[src/logic/asp_cfg.svh]
`ifndef ASP_CFG_SVH
`define ASP_CFG_SVH

// ****************************************
// Command byte layout
// ****************************************
`define ASP_CMD_BITS        8
`define ASP_CMD_WEN_BIT     7
`define ASP_CMD_RW_BIT      6
`define ASP_CMD_RS_MSB      5
`define ASP_CMD_RS_LSB      3
`define ASP_RS_WIDTH        3

// ****************************************
// Register selections
// ****************************************
`define ASP_RS_COMMS        3'h0
`define ASP_RS_DATA         3'h3

// ****************************************
// Transfer lengths, minus one
// ****************************************
`define ASP_CNT_WIDTH       5
`define ASP_LAST_CMD        5'h07
`define ASP_LAST_SHORT      5'h07
`define ASP_LAST_LONG       5'h17
`define ASP_DATA_WIDTH      24
`define ASP_SHORT_WIDTH     8

// ****************************************
// Result buffer and reset values
// ****************************************
`define ASP_FIFO_DEPTH      8
`define ASP_SYNC_WIDTH      6
`define ASP_SYNC_RST        6'h2C

// ****************************************
// Timing
// ****************************************
`define ASP_CLK_PERIOD_NS   25
`define ASP_RDY_GAP_NS      100
`define ASP_RDY_GAP_CYC     ((`ASP_RDY_GAP_NS + `ASP_CLK_PERIOD_NS - 1) / `ASP_CLK_PERIOD_NS)
`define ASP_RDY_CNT_W       4
`define ASP_INT_OSC_KHZ     4920

`endif

[src/logic/asp_pkg.sv]
`include "asp_cfg.svh"

package asp_pkg;

    // ****************************************
    // Types
    // ****************************************
    typedef enum logic [1:0] {ASP_ST_COMMS, ASP_ST_WRITE, ASP_ST_READ} asp_state_t;
    typedef logic [`ASP_RS_WIDTH-1:0]   asp_rs_t;
    typedef logic [`ASP_CNT_WIDTH-1:0]  asp_cnt_t;
    typedef logic [`ASP_DATA_WIDTH-1:0] asp_word_t;

endpackage

[src/logic/asp_sync.sv]
module asp_sync #(
    parameter int                 WIDTH   = 1,
    parameter logic [WIDTH-1:0]   RST_VAL = '0
) (
    // Clock and reset
    input  wire logic             ref_clk,
    input  wire logic             rst_n,
    // Asynchronous in, synchronous out
    input  wire logic [WIDTH-1:0] async_in,
    output logic      [WIDTH-1:0] sync_out
);

    // ****************************************
    // Two flops per bit
    // ****************************************
    genvar i;
    generate
        if (WIDTH < 1)
        begin : g_bad
            $error("asp_sync: WIDTH must be at least 1");
        end
        for (i = 0; i < WIDTH; i++)
        begin : g_bit
            logic meta_ff;
            logic sync_ff;
            always_ff @(posedge ref_clk or negedge rst_n)
            begin
                if (!rst_n)
                begin
                    meta_ff <= RST_VAL[i];
                    sync_ff <= RST_VAL[i];
                end
                else
                begin
                    meta_ff <= async_in[i];
                    sync_ff <= meta_ff;
                end
            end
            assign sync_out[i] = sync_ff;
        end
    endgenerate

endmodule

[src/logic/asp_fifo.sv]
module asp_fifo #(
    parameter int WIDTH = 24,
    parameter int DEPTH = 8
) (
    // Clock and reset
    input  wire logic             ref_clk,
    input  wire logic             rst_n,
    // Fill side
    input  wire logic             in_valid,
    output logic                  in_ready,
    input  wire logic [WIDTH-1:0] in_data,
    // Drain side
    output logic                  out_valid,
    input  wire logic             out_ready,
    output logic      [WIDTH-1:0] out_data
);

    localparam int AW = (DEPTH > 1) ? $clog2(DEPTH) : 1;

    generate
        if (DEPTH < 2 || (DEPTH & (DEPTH - 1)) != 0 || WIDTH < 1)
        begin : g_bad
            $error("asp_fifo: DEPTH must be a power of two of at least 2");
        end
    endgenerate

    // ****************************************
    // Storage and pointers
    // ****************************************
    logic [WIDTH-1:0] mem_ff [DEPTH];
    logic [AW:0]      wr_ptr_ff;
    logic [AW:0]      rd_ptr_ff;
    wire              push;
    wire              pop;

    assign in_ready  = (wr_ptr_ff[AW-1:0] != rd_ptr_ff[AW-1:0]) || (wr_ptr_ff[AW] == rd_ptr_ff[AW]);
    assign out_valid = (wr_ptr_ff != rd_ptr_ff);
    assign push      = in_valid & in_ready;
    assign pop       = out_valid & out_ready;
    assign out_data  = mem_ff[rd_ptr_ff[AW-1:0]];

    always_ff @(posedge ref_clk)
    begin
        if (push)
            mem_ff[wr_ptr_ff[AW-1:0]] <= in_data;
    end

    always_ff @(posedge ref_clk or negedge rst_n)
    begin
        if (!rst_n)
        begin
            wr_ptr_ff <= '0;
            rd_ptr_ff <= '0;
        end
        else
        begin
            wr_ptr_ff <= wr_ptr_ff + (AW+1)'(push);
            rd_ptr_ff <= rd_ptr_ff + (AW+1)'(pop);
        end
    end

endmodule

[src/logic/asp_serial_port.sv]
`include "asp_cfg.svh"

module asp_serial_port #(
    parameter int DATA_WIDTH = `ASP_DATA_WIDTH,
    parameter int FIFO_DEPTH = `ASP_FIFO_DEPTH
) (
    // Clock and reset
    input  wire logic                  ref_clk,
    input  wire logic                  rst_n,
    // Serial pins
    input  wire logic                  sclk,
    input  wire logic                  din,
    input  wire logic                  cs_n,
    output logic                       dout_rdy_o,
    output logic                       dout_rdy_oe,
    // Filter synchronisation pin and resets
    input  wire logic                  sync_n,
    output logic                       filter_rst,
    output logic                       filter_ctl_rst,
    output logic                       cal_ctl_rst,
    output logic                       mod_rst,
    // Master clock pin and oscillator
    input  wire logic                  osc_clk,
    input  wire logic                  use_int_osc,
    input  wire logic                  mclk_out_en,
    input  wire logic                  master_clock_io_i,
    output logic                       master_clock_io_o,
    output logic                       master_clock_io_oe,
    output logic                       core_clk_level,
    // Conversion results
    input  wire logic                  conv_valid,
    output logic                       conv_ready,
    input  wire logic [DATA_WIDTH-1:0] conv_data,
    // Register map
    output logic                       reg_wr_valid,
    output logic [`ASP_RS_WIDTH-1:0]   reg_wr_sel,
    output logic [DATA_WIDTH-1:0]      reg_wr_data,
    output logic [`ASP_RS_WIDTH-1:0]   reg_rd_sel,
    input  wire logic [DATA_WIDTH-1:0] reg_rd_data
);

    generate
        if (DATA_WIDTH != `ASP_DATA_WIDTH || FIFO_DEPTH < 2)
        begin : g_bad
            $error("asp_serial_port: DATA_WIDTH must be 24 and FIFO_DEPTH at least 2");
        end
    endgenerate

    // ****************************************
    // Length decode
    // ****************************************
    function automatic asp_pkg::asp_cnt_t last_bit_of(input asp_pkg::asp_rs_t rs);
        last_bit_of = (rs == `ASP_RS_COMMS) ? `ASP_LAST_SHORT : `ASP_LAST_LONG;
    endfunction

    // ****************************************
    // Pin synchronisers
    // ****************************************
    wire [`ASP_SYNC_WIDTH-1:0] pins_s;
    wire                       sclk_s;
    wire                       din_s;
    wire                       cs_n_s;
    wire                       sync_n_s;
    wire                       osc_s;
    wire                       mclk_s;

    asp_sync #(
        .WIDTH   (`ASP_SYNC_WIDTH),
        .RST_VAL (`ASP_SYNC_RST)
    ) u_sync (
        .ref_clk  (ref_clk),
        .rst_n    (rst_n),
        .async_in ({sclk, din, cs_n, sync_n, osc_clk, master_clock_io_i}),
        .sync_out (pins_s)
    );

    assign sclk_s   = pins_s[5];
    assign din_s    = pins_s[4];
    assign cs_n_s   = pins_s[3];
    assign sync_n_s = pins_s[2];
    assign osc_s    = pins_s[1];
    assign mclk_s   = pins_s[0];

    // ****************************************
    // Result buffer
    // ****************************************
    wire                  fifo_out_valid;
    wire [DATA_WIDTH-1:0] fifo_out_data;
    logic                 pop_ff;
    wire                  push_fire;

    asp_fifo #(
        .WIDTH (DATA_WIDTH),
        .DEPTH (FIFO_DEPTH)
    ) u_fifo (
        .ref_clk   (ref_clk),
        .rst_n     (rst_n),
        .in_valid  (conv_valid),
        .in_ready  (conv_ready),
        .in_data   (conv_data),
        .out_valid (fifo_out_valid),
        .out_ready (pop_ff),
        .out_data  (fifo_out_data)
    );

    assign push_fire = conv_valid & conv_ready;

    // ****************************************
    // Filter and modulator resets
    // ****************************************
    assign filter_rst     = ~sync_n_s;
    assign filter_ctl_rst = ~sync_n_s;
    assign cal_ctl_rst    = ~sync_n_s;
    assign mod_rst        = ~sync_n_s;

    // ****************************************
    // Master clock pin
    // ****************************************
    assign master_clock_io_oe = use_int_osc & mclk_out_en;
    assign master_clock_io_o  = osc_s;
    assign core_clk_level     = use_int_osc ? osc_s : mclk_s;

    // ****************************************
    // Serial clock edges
    // ****************************************
    logic sclk_d_ff;
    wire  selected;
    wire  sclk_rise;
    wire  sclk_fall;

    assign selected  = ~cs_n_s;
    assign sclk_rise = selected & sclk_s & ~sclk_d_ff;
    assign sclk_fall = selected & ~sclk_s & sclk_d_ff;

    always_ff @(posedge ref_clk or negedge rst_n)
    begin
        if (!rst_n)
            sclk_d_ff <= 1'b1;
        else
            sclk_d_ff <= sclk_s;
    end

    // ****************************************
    // Transfer state
    // ****************************************
    asp_pkg::asp_state_t state_ff;
    asp_pkg::asp_state_t nxt_state;
    asp_pkg::asp_cnt_t   cnt_ff;
    asp_pkg::asp_cnt_t   nxt_cnt;
    asp_pkg::asp_rs_t    rs_ff;
    asp_pkg::asp_rs_t    nxt_rs;
    asp_pkg::asp_word_t  rxsh_ff;
    asp_pkg::asp_word_t  txsh_ff;
    logic                load_ff;
    logic                nxt_load;
    logic                wr_valid_ff;
    logic                nxt_wr_valid;
    logic                pin_ff;
    wire  [DATA_WIDTH-1:0] rx_next;
    wire  [`ASP_RS_WIDTH-1:0] cmd_rs;
    wire                 cmd_wen;
    wire                 cmd_read;
    wire                 cnt_done;
    wire  [DATA_WIDTH-1:0] rd_src;
    wire  [DATA_WIDTH-1:0] tx_load;
    wire  [DATA_WIDTH-1:0] wr_word;

    assign rx_next  = {rxsh_ff[DATA_WIDTH-2:0], din_s};
    assign cmd_rs   = rx_next[`ASP_CMD_RS_MSB:`ASP_CMD_RS_LSB];
    assign cmd_wen  = rx_next[`ASP_CMD_WEN_BIT];
    assign cmd_read = rx_next[`ASP_CMD_RW_BIT];
    assign cnt_done = (cnt_ff == '0);

    // Source of a read: head of the result buffer or the chosen register
    assign rd_src  = (rs_ff == `ASP_RS_DATA) ? fifo_out_data : reg_rd_data;
    assign tx_load = (last_bit_of(rs_ff) == `ASP_LAST_SHORT) ?
                     {rd_src[`ASP_SHORT_WIDTH-1:0], {(DATA_WIDTH-`ASP_SHORT_WIDTH){1'b0}}} : rd_src;
    // Short registers take only the last byte shifted in
    assign wr_word = (last_bit_of(rs_ff) == `ASP_LAST_SHORT) ?
                     {{(DATA_WIDTH-`ASP_SHORT_WIDTH){1'b0}}, rx_next[`ASP_SHORT_WIDTH-1:0]} : rx_next;

    always_comb
    begin
        nxt_state    = state_ff;
        nxt_cnt      = cnt_ff;
        nxt_rs       = rs_ff;
        nxt_load     = 1'b0;
        nxt_wr_valid = 1'b0;
        if (!selected)
        begin
            nxt_state = asp_pkg::ASP_ST_COMMS;
            nxt_cnt   = `ASP_LAST_CMD;
        end
        else if (sclk_rise)
        begin
            nxt_cnt = cnt_ff - `ASP_CNT_WIDTH'(1);
            case (state_ff)
                asp_pkg::ASP_ST_COMMS:
                begin
                    if (cnt_done)
                    begin
                        nxt_cnt = `ASP_LAST_CMD;
                        if (!cmd_wen)
                        begin
                            nxt_rs  = cmd_rs;
                            nxt_cnt = last_bit_of(cmd_rs);
                            if (cmd_read)
                            begin
                                nxt_state = asp_pkg::ASP_ST_READ;
                                nxt_load  = 1'b1;
                            end
                            else
                                nxt_state = asp_pkg::ASP_ST_WRITE;
                        end
                    end
                end
                asp_pkg::ASP_ST_WRITE:
                begin
                    if (cnt_done)
                    begin
                        nxt_state    = asp_pkg::ASP_ST_COMMS;
                        nxt_cnt      = `ASP_LAST_CMD;
                        nxt_wr_valid = 1'b1;
                    end
                end
                asp_pkg::ASP_ST_READ:
                begin
                    if (cnt_done)
                    begin
                        nxt_state = asp_pkg::ASP_ST_COMMS;
                        nxt_cnt   = `ASP_LAST_CMD;
                    end
                end
                default:
                begin
                    nxt_state = asp_pkg::ASP_ST_COMMS;
                    nxt_cnt   = `ASP_LAST_CMD;
                end
            endcase
        end
    end

    always_ff @(posedge ref_clk or negedge rst_n)
    begin
        if (!rst_n)
        begin
            state_ff    <= asp_pkg::ASP_ST_COMMS;
            cnt_ff      <= `ASP_LAST_CMD;
            rs_ff       <= `ASP_RS_COMMS;
            load_ff     <= 1'b0;
            wr_valid_ff <= 1'b0;
        end
        else
        begin
            state_ff    <= nxt_state;
            cnt_ff      <= nxt_cnt;
            rs_ff       <= nxt_rs;
            load_ff     <= nxt_load;
            wr_valid_ff <= nxt_wr_valid;
        end
    end

    // ****************************************
    // Shift registers
    // ****************************************
    always_ff @(posedge ref_clk or negedge rst_n)
    begin
        if (!rst_n)
        begin
            rxsh_ff     <= '0;
            txsh_ff     <= '0;
            reg_wr_data <= '0;
            pop_ff      <= 1'b0;
        end
        else
        begin
            pop_ff <= 1'b0;
            if (sclk_rise && state_ff != asp_pkg::ASP_ST_READ)
                rxsh_ff <= rx_next;
            if (nxt_wr_valid)
                reg_wr_data <= wr_word;
            if (load_ff)
            begin
                txsh_ff <= tx_load;
                pop_ff  <= (rs_ff == `ASP_RS_DATA) & fifo_out_valid;
            end
            else if (sclk_fall && state_ff == asp_pkg::ASP_ST_READ)
                txsh_ff <= {txsh_ff[DATA_WIDTH-2:0], 1'b0};
        end
    end

    assign reg_wr_valid = wr_valid_ff;
    assign reg_wr_sel   = rs_ff;
    assign reg_rd_sel   = rs_ff;

    // ****************************************
    // Data ready tracking
    // ****************************************
    logic                      rdy_n_ff;
    logic                      nxt_rdy_n;
    logic [`ASP_RDY_CNT_W-1:0] gap_ff;
    logic [`ASP_RDY_CNT_W-1:0] nxt_gap;
    wire                       data_read;

    assign data_read = load_ff & (rs_ff == `ASP_RS_DATA);

    always_comb
    begin
        nxt_rdy_n = rdy_n_ff;
        nxt_gap   = gap_ff;
        if (gap_ff != '0)
        begin
            nxt_gap = gap_ff - `ASP_RDY_CNT_W'(1);
            if (gap_ff == `ASP_RDY_CNT_W'(1))
                nxt_rdy_n = 1'b0;
        end
        if (data_read)
        begin
            nxt_rdy_n = 1'b1;
            nxt_gap   = '0;
        end
        if (push_fire)
        begin
            if (!rdy_n_ff || gap_ff != '0)
            begin
                nxt_rdy_n = 1'b1;
                nxt_gap   = `ASP_RDY_CNT_W'(`ASP_RDY_GAP_CYC);
            end
            else
                nxt_rdy_n = 1'b0;
        end
        if (!sync_n_s)
        begin
            nxt_rdy_n = 1'b1;
            nxt_gap   = '0;
        end
    end

    always_ff @(posedge ref_clk or negedge rst_n)
    begin
        if (!rst_n)
        begin
            rdy_n_ff <= 1'b1;
            gap_ff   <= '0;
        end
        else
        begin
            rdy_n_ff <= nxt_rdy_n;
            gap_ff   <= nxt_gap;
        end
    end

    // ****************************************
    // Shared data and ready pin
    // ****************************************
    always_ff @(posedge ref_clk or negedge rst_n)
    begin
        if (!rst_n)
            pin_ff <= 1'b1;
        else if (state_ff == asp_pkg::ASP_ST_READ)
        begin
            if (sclk_fall)
                pin_ff <= txsh_ff[DATA_WIDTH-1];
        end
        else
            pin_ff <= rdy_n_ff;
    end

    assign dout_rdy_o  = pin_ff;
    assign dout_rdy_oe = selected;

endmodule

[config.mk]
export PLATFORM = sky130hd
export DESIGN_NAME = asp_serial_port
export DESIGN_NICKNAME = d
export VERILOG_FILES = /design/src/logic/asp_pkg.sv /design/src/logic/asp_sync.sv /design/src/logic/asp_fifo.sv /design/src/logic/asp_serial_port.sv
export VERILOG_INCLUDE_DIRS = /design/src /design/src/logic
export SDC_FILE = /design/constraint.sdc
export NUM_CORES = 1
export LEC_CHECK = 0
export ABC_AREA = 1
export BUFFER_PORTS_ARGS = -buffer_cell sky130_fd_sc_hd__buf_2
export CAP_MARGIN = 0
export CORE_MARGIN = 5
export CORE_UTILIZATION = 60
export CTS_BUF_LIST = sky130_fd_sc_hd__clkbuf_8
export DETAILED_ROUTE_END_ITERATION = 10
export GPL_TIMING_DRIVEN = 1
export PLACE_DENSITY = 0.8
export REMOVE_ABC_BUFFERS = 1
export SLEW_MARGIN = 5
export SYNTH_ARGS = -nofsm -noshare
export SYNTH_HDL_FRONTEND = slang
export SYNTH_SLANG_ARGS = --single-unit
[constraint.sdc]
create_clock -name ref_clk -period 5.3 [get_ports ref_clk]
set_input_delay 0 -clock ref_clk [delete_from_list [all_inputs] [get_ports ref_clk]]
set_output_delay 0 -clock ref_clk [all_outputs]
set_load 0.005 [all_outputs]
==> results.cfg <==
[cells_and_area]
instances_no_fill = 1721
syn_to_final_growth_pct = 15.5
fin_util = 0.704
final_cell_mix = nand2_1, edfxtp_1, nand3_1
stdcell_area_sq_um = 14900
antenna_cells = 0
final_nets = 1481
final_common_cell = nand2_1
drive_above_1_share = 0.141

[timing]
worst_pin_slew_ns = 1.06
whs_ns = 0.0663
maxClockFrequency_mhz = 358
layout_min_cycle_time_ns = 2.80
setup-tns-final_ns = 0
finalSetupViolCount = 0
slew_headroom = 0.294
fin_skew_ns = 0.0201
grt_setup_unrepaired = false
hold_viol_final = 0
min_period_over_period = 0.528
drv_slew = 0

[place]
dp_hpwl_microns = 17200
dpl_cell_area_sq_um = 13500
placed_cells = 1582
port_buffers = 99
place.gp.congestion = 0.907

[die]
design.die.area_sq_um = 24500
initial_utilization = 0.610
dieHeight_microns = 156
pin_count = 100
chipWidth_microns = 156
fp-row-count = 53
coreArea_sq_um = 21100

[global_route]
grt_pass1_wl_microns = 46100
grt_start_max_net_pins = 99
track_usage = 0.237
overflow = 0
grt_pass1_vias = 9107
antenna_found_initial = 0

[synth]
avgSynthCellArea_sq_um = 10.2
ys_seq_elements = 303
postSynthCellCount = 1258
synth_cell_types = 39
synthArstFlopShare = 0.366
synth-edff-count = 192
syn-cell-area_sq_um = 12900
ys_warn_count = 0
yosysSeqAreaShare = 0.665
synth_ff_type = edfxtp_1

[power_and_ir_drop]
p_comb_frac = 0.155
switching_power_mw = 1.58
leakage_nw = 6.60
cell_internal_pwr_mw = 4.15
p_per_area_nw_per_um2 = 386
pwr-share-clk = 0.303
vdd_drop_max_v = 0.000222
swShare = 0.276
seqPwrFrac = 0.542

[drt]
dr.pass1.iters = 6
routed_wl_microns = 28600
viasPerCell = 5.43
dr_total_vias = 9351
drt-wirelength-per-cell_microns = 16.6
drc_errors = 0
drt-initial-drc-count = 928
ant_nets = 0

[cts]
cts_made_buffers = 46
cts_tree = built
cts.path.max_buffers = 3
postCtsResizedCells = 0
post-cts-setup-buffers = 0
root_buffer = clkbuf_8
clock_latency_ns = 0.55
cts.clk_slew.worst_paths_ns = 0.06
htree_levels = 2
cts_sinks = 303

[setup_path]
crit_path_end_kind = flop
worstPathMaxFanout = 98
crit_type = flop to flop
required_ns = 5.49
cp.arrival_ns = 2.99
cp-start-kind = flop

[run_status]
outcome = finished, final reports clean

[run]
cap_violations = 0

[hold_path]
hold_path_class = primary input to asynchronous set/reset pin
-- layer usage --
metal	up-vias	part of all wire	GRT usage
li1	4458	-	-
met5	-	0	0
met1	4432	0.40	0.322
met3	60	0.079	0.0376
met2	401	0.49	0.393
met4	0	0.026	0.0839
-- flip-flops by register name, indices dropped and copies added, names as in the netlist, 2 cells and up --
| signal | flops |
|---|---|
| u_fifo.mem_ff | 192 |
| u_sync.g_bit.meta_ff | 6 |
| cnt_ff | 5 |
| txsh_ff | 24 |
| u_fifo.rd_ptr_ff | 4 |
| reg_rd_sel | 3 |
| rxsh_ff | 23 |
| reg_wr_data | 24 |
| u_sync.g_bit.sync_ff | 6 |
| gap_ff | 4 |
| u_fifo.wr_ptr_ff | 4 |
| state_ff | 2 |
-- cells in the mapped netlist, types with 12 or more instances --
cell type  number  area [sq um]
inv_1         103           387
dfrtp_1        99          2480
nand2_1       426          1600
o21ai_1        25           125
clkbuf_1       14          52.6
a21oi_1        23           115
nand3_1       160           801
dfstp_2        12           315
nor2_1         64           240
edfxtp_1      192          5770
o21ai_0        23           115
buf_2          29           145
buf_4          13          97.6
-- metrics by stage --
step | setup slack [ns] | total power [mW]
2_1_floorplan | 1.39 | 3.67
3_3_place_gp | 2.63 | 3.95
3_5_place_dp | 2.50 | 4.00
4_1_cts | 2.47 | 5.76
5_1_grt | 2.23 | 6.03
6_report | 2.50 | 5.73
-- worst paths after layout --
kind / from / endpoint / slack, ns / cells past startpoint
max in group asynchronous: rst_n / u_fifo.rd_ptr_ff[0]$_DFF_PN0_ / 4.03 / 3
min in group ref_clk: sync_n / u_sync.g_bit[2].meta_ff$_DFF_PN1_ / 0.09 / 2
min reg2reg: u_sync.g_bit[4].meta_ff$_DFF_PN0_ / u_sync.g_bit[4].sync_ff$_DFF_PN0_ / 0.34 / 0
max: u_fifo.rd_ptr_ff[0]$_DFF_PN0_ / u_fifo.mem_ff[0][7]$_DFFE_PP_ / 2.50 / 9
max reg2reg: u_fifo.rd_ptr_ff[0]$_DFF_PN0_ / u_fifo.mem_ff[0][7]$_DFFE_PP_ / 2.50 / 9
min: rst_n / reg_wr_valid$_DFF_PN0_ / 0.07 / 2
-- power by group through the flow --
stage	logic (mW)	clock network [mW]	registers [mW]
6_report	0.889	1.73	3.11
5_1_grt	1.00	1.89	3.14
4_1_cts	0.892	1.76	3.10
3_5_place_dp	0.851	0	3.15
3_3_place_gp	0.817	0	3.13
2_1_floorplan	0.556	0	3.11
-- cell type report --
class	count	area (sq um)
Timing Repair Buffer	171	1180
Multi-Input combinational cell	781	3530
Clock buffer	49	674
Clock inverter	34	159
Tap cell	275	344
Fill cell	1483	6230
Sequential cell	303	8560
Inverter	108	405
-- critical path: stages, from the launching register on --
cell and delay (ns):
dfrtp_2 0.36, buf_4 0.76, xnor2_1 0.15, nand3_1 0.13, nor2_1 0.05, nand2_1 0.10, nand2_2 0.09, or2_1 0.31
nor2_2 0.11, buf_4 0.37
-- logic make-up (layout without fill, tap and decap cells) --
| group | Yosys count | count (layout) | share of synthesized area |
|---|---|---|---|
| XOR/XNOR | 9 | 9 | 0.00613 |
| AO/OA/AOI/OAI | 91 | 91 | 0.0393 |
| buffers and inverters | 174 | 362 | 0.0616 |
| flip-flops | 303 | 303 | 0.665 |
| adder cells (fa/ha/maj) | 11 | 11 | 0.0107 |
| AND/OR/NAND/NOR | 668 | 668 | 0.215 |
| multiplexers | 2 | 2 | 0.00204 |
-- timing repair --
item / CTS / global route
hold endpoints to repair: 284 / 0
setup endpoints to repair: 0 / 0
hold buffers: 56 / 0
Power figures use the tool's default switching activity.
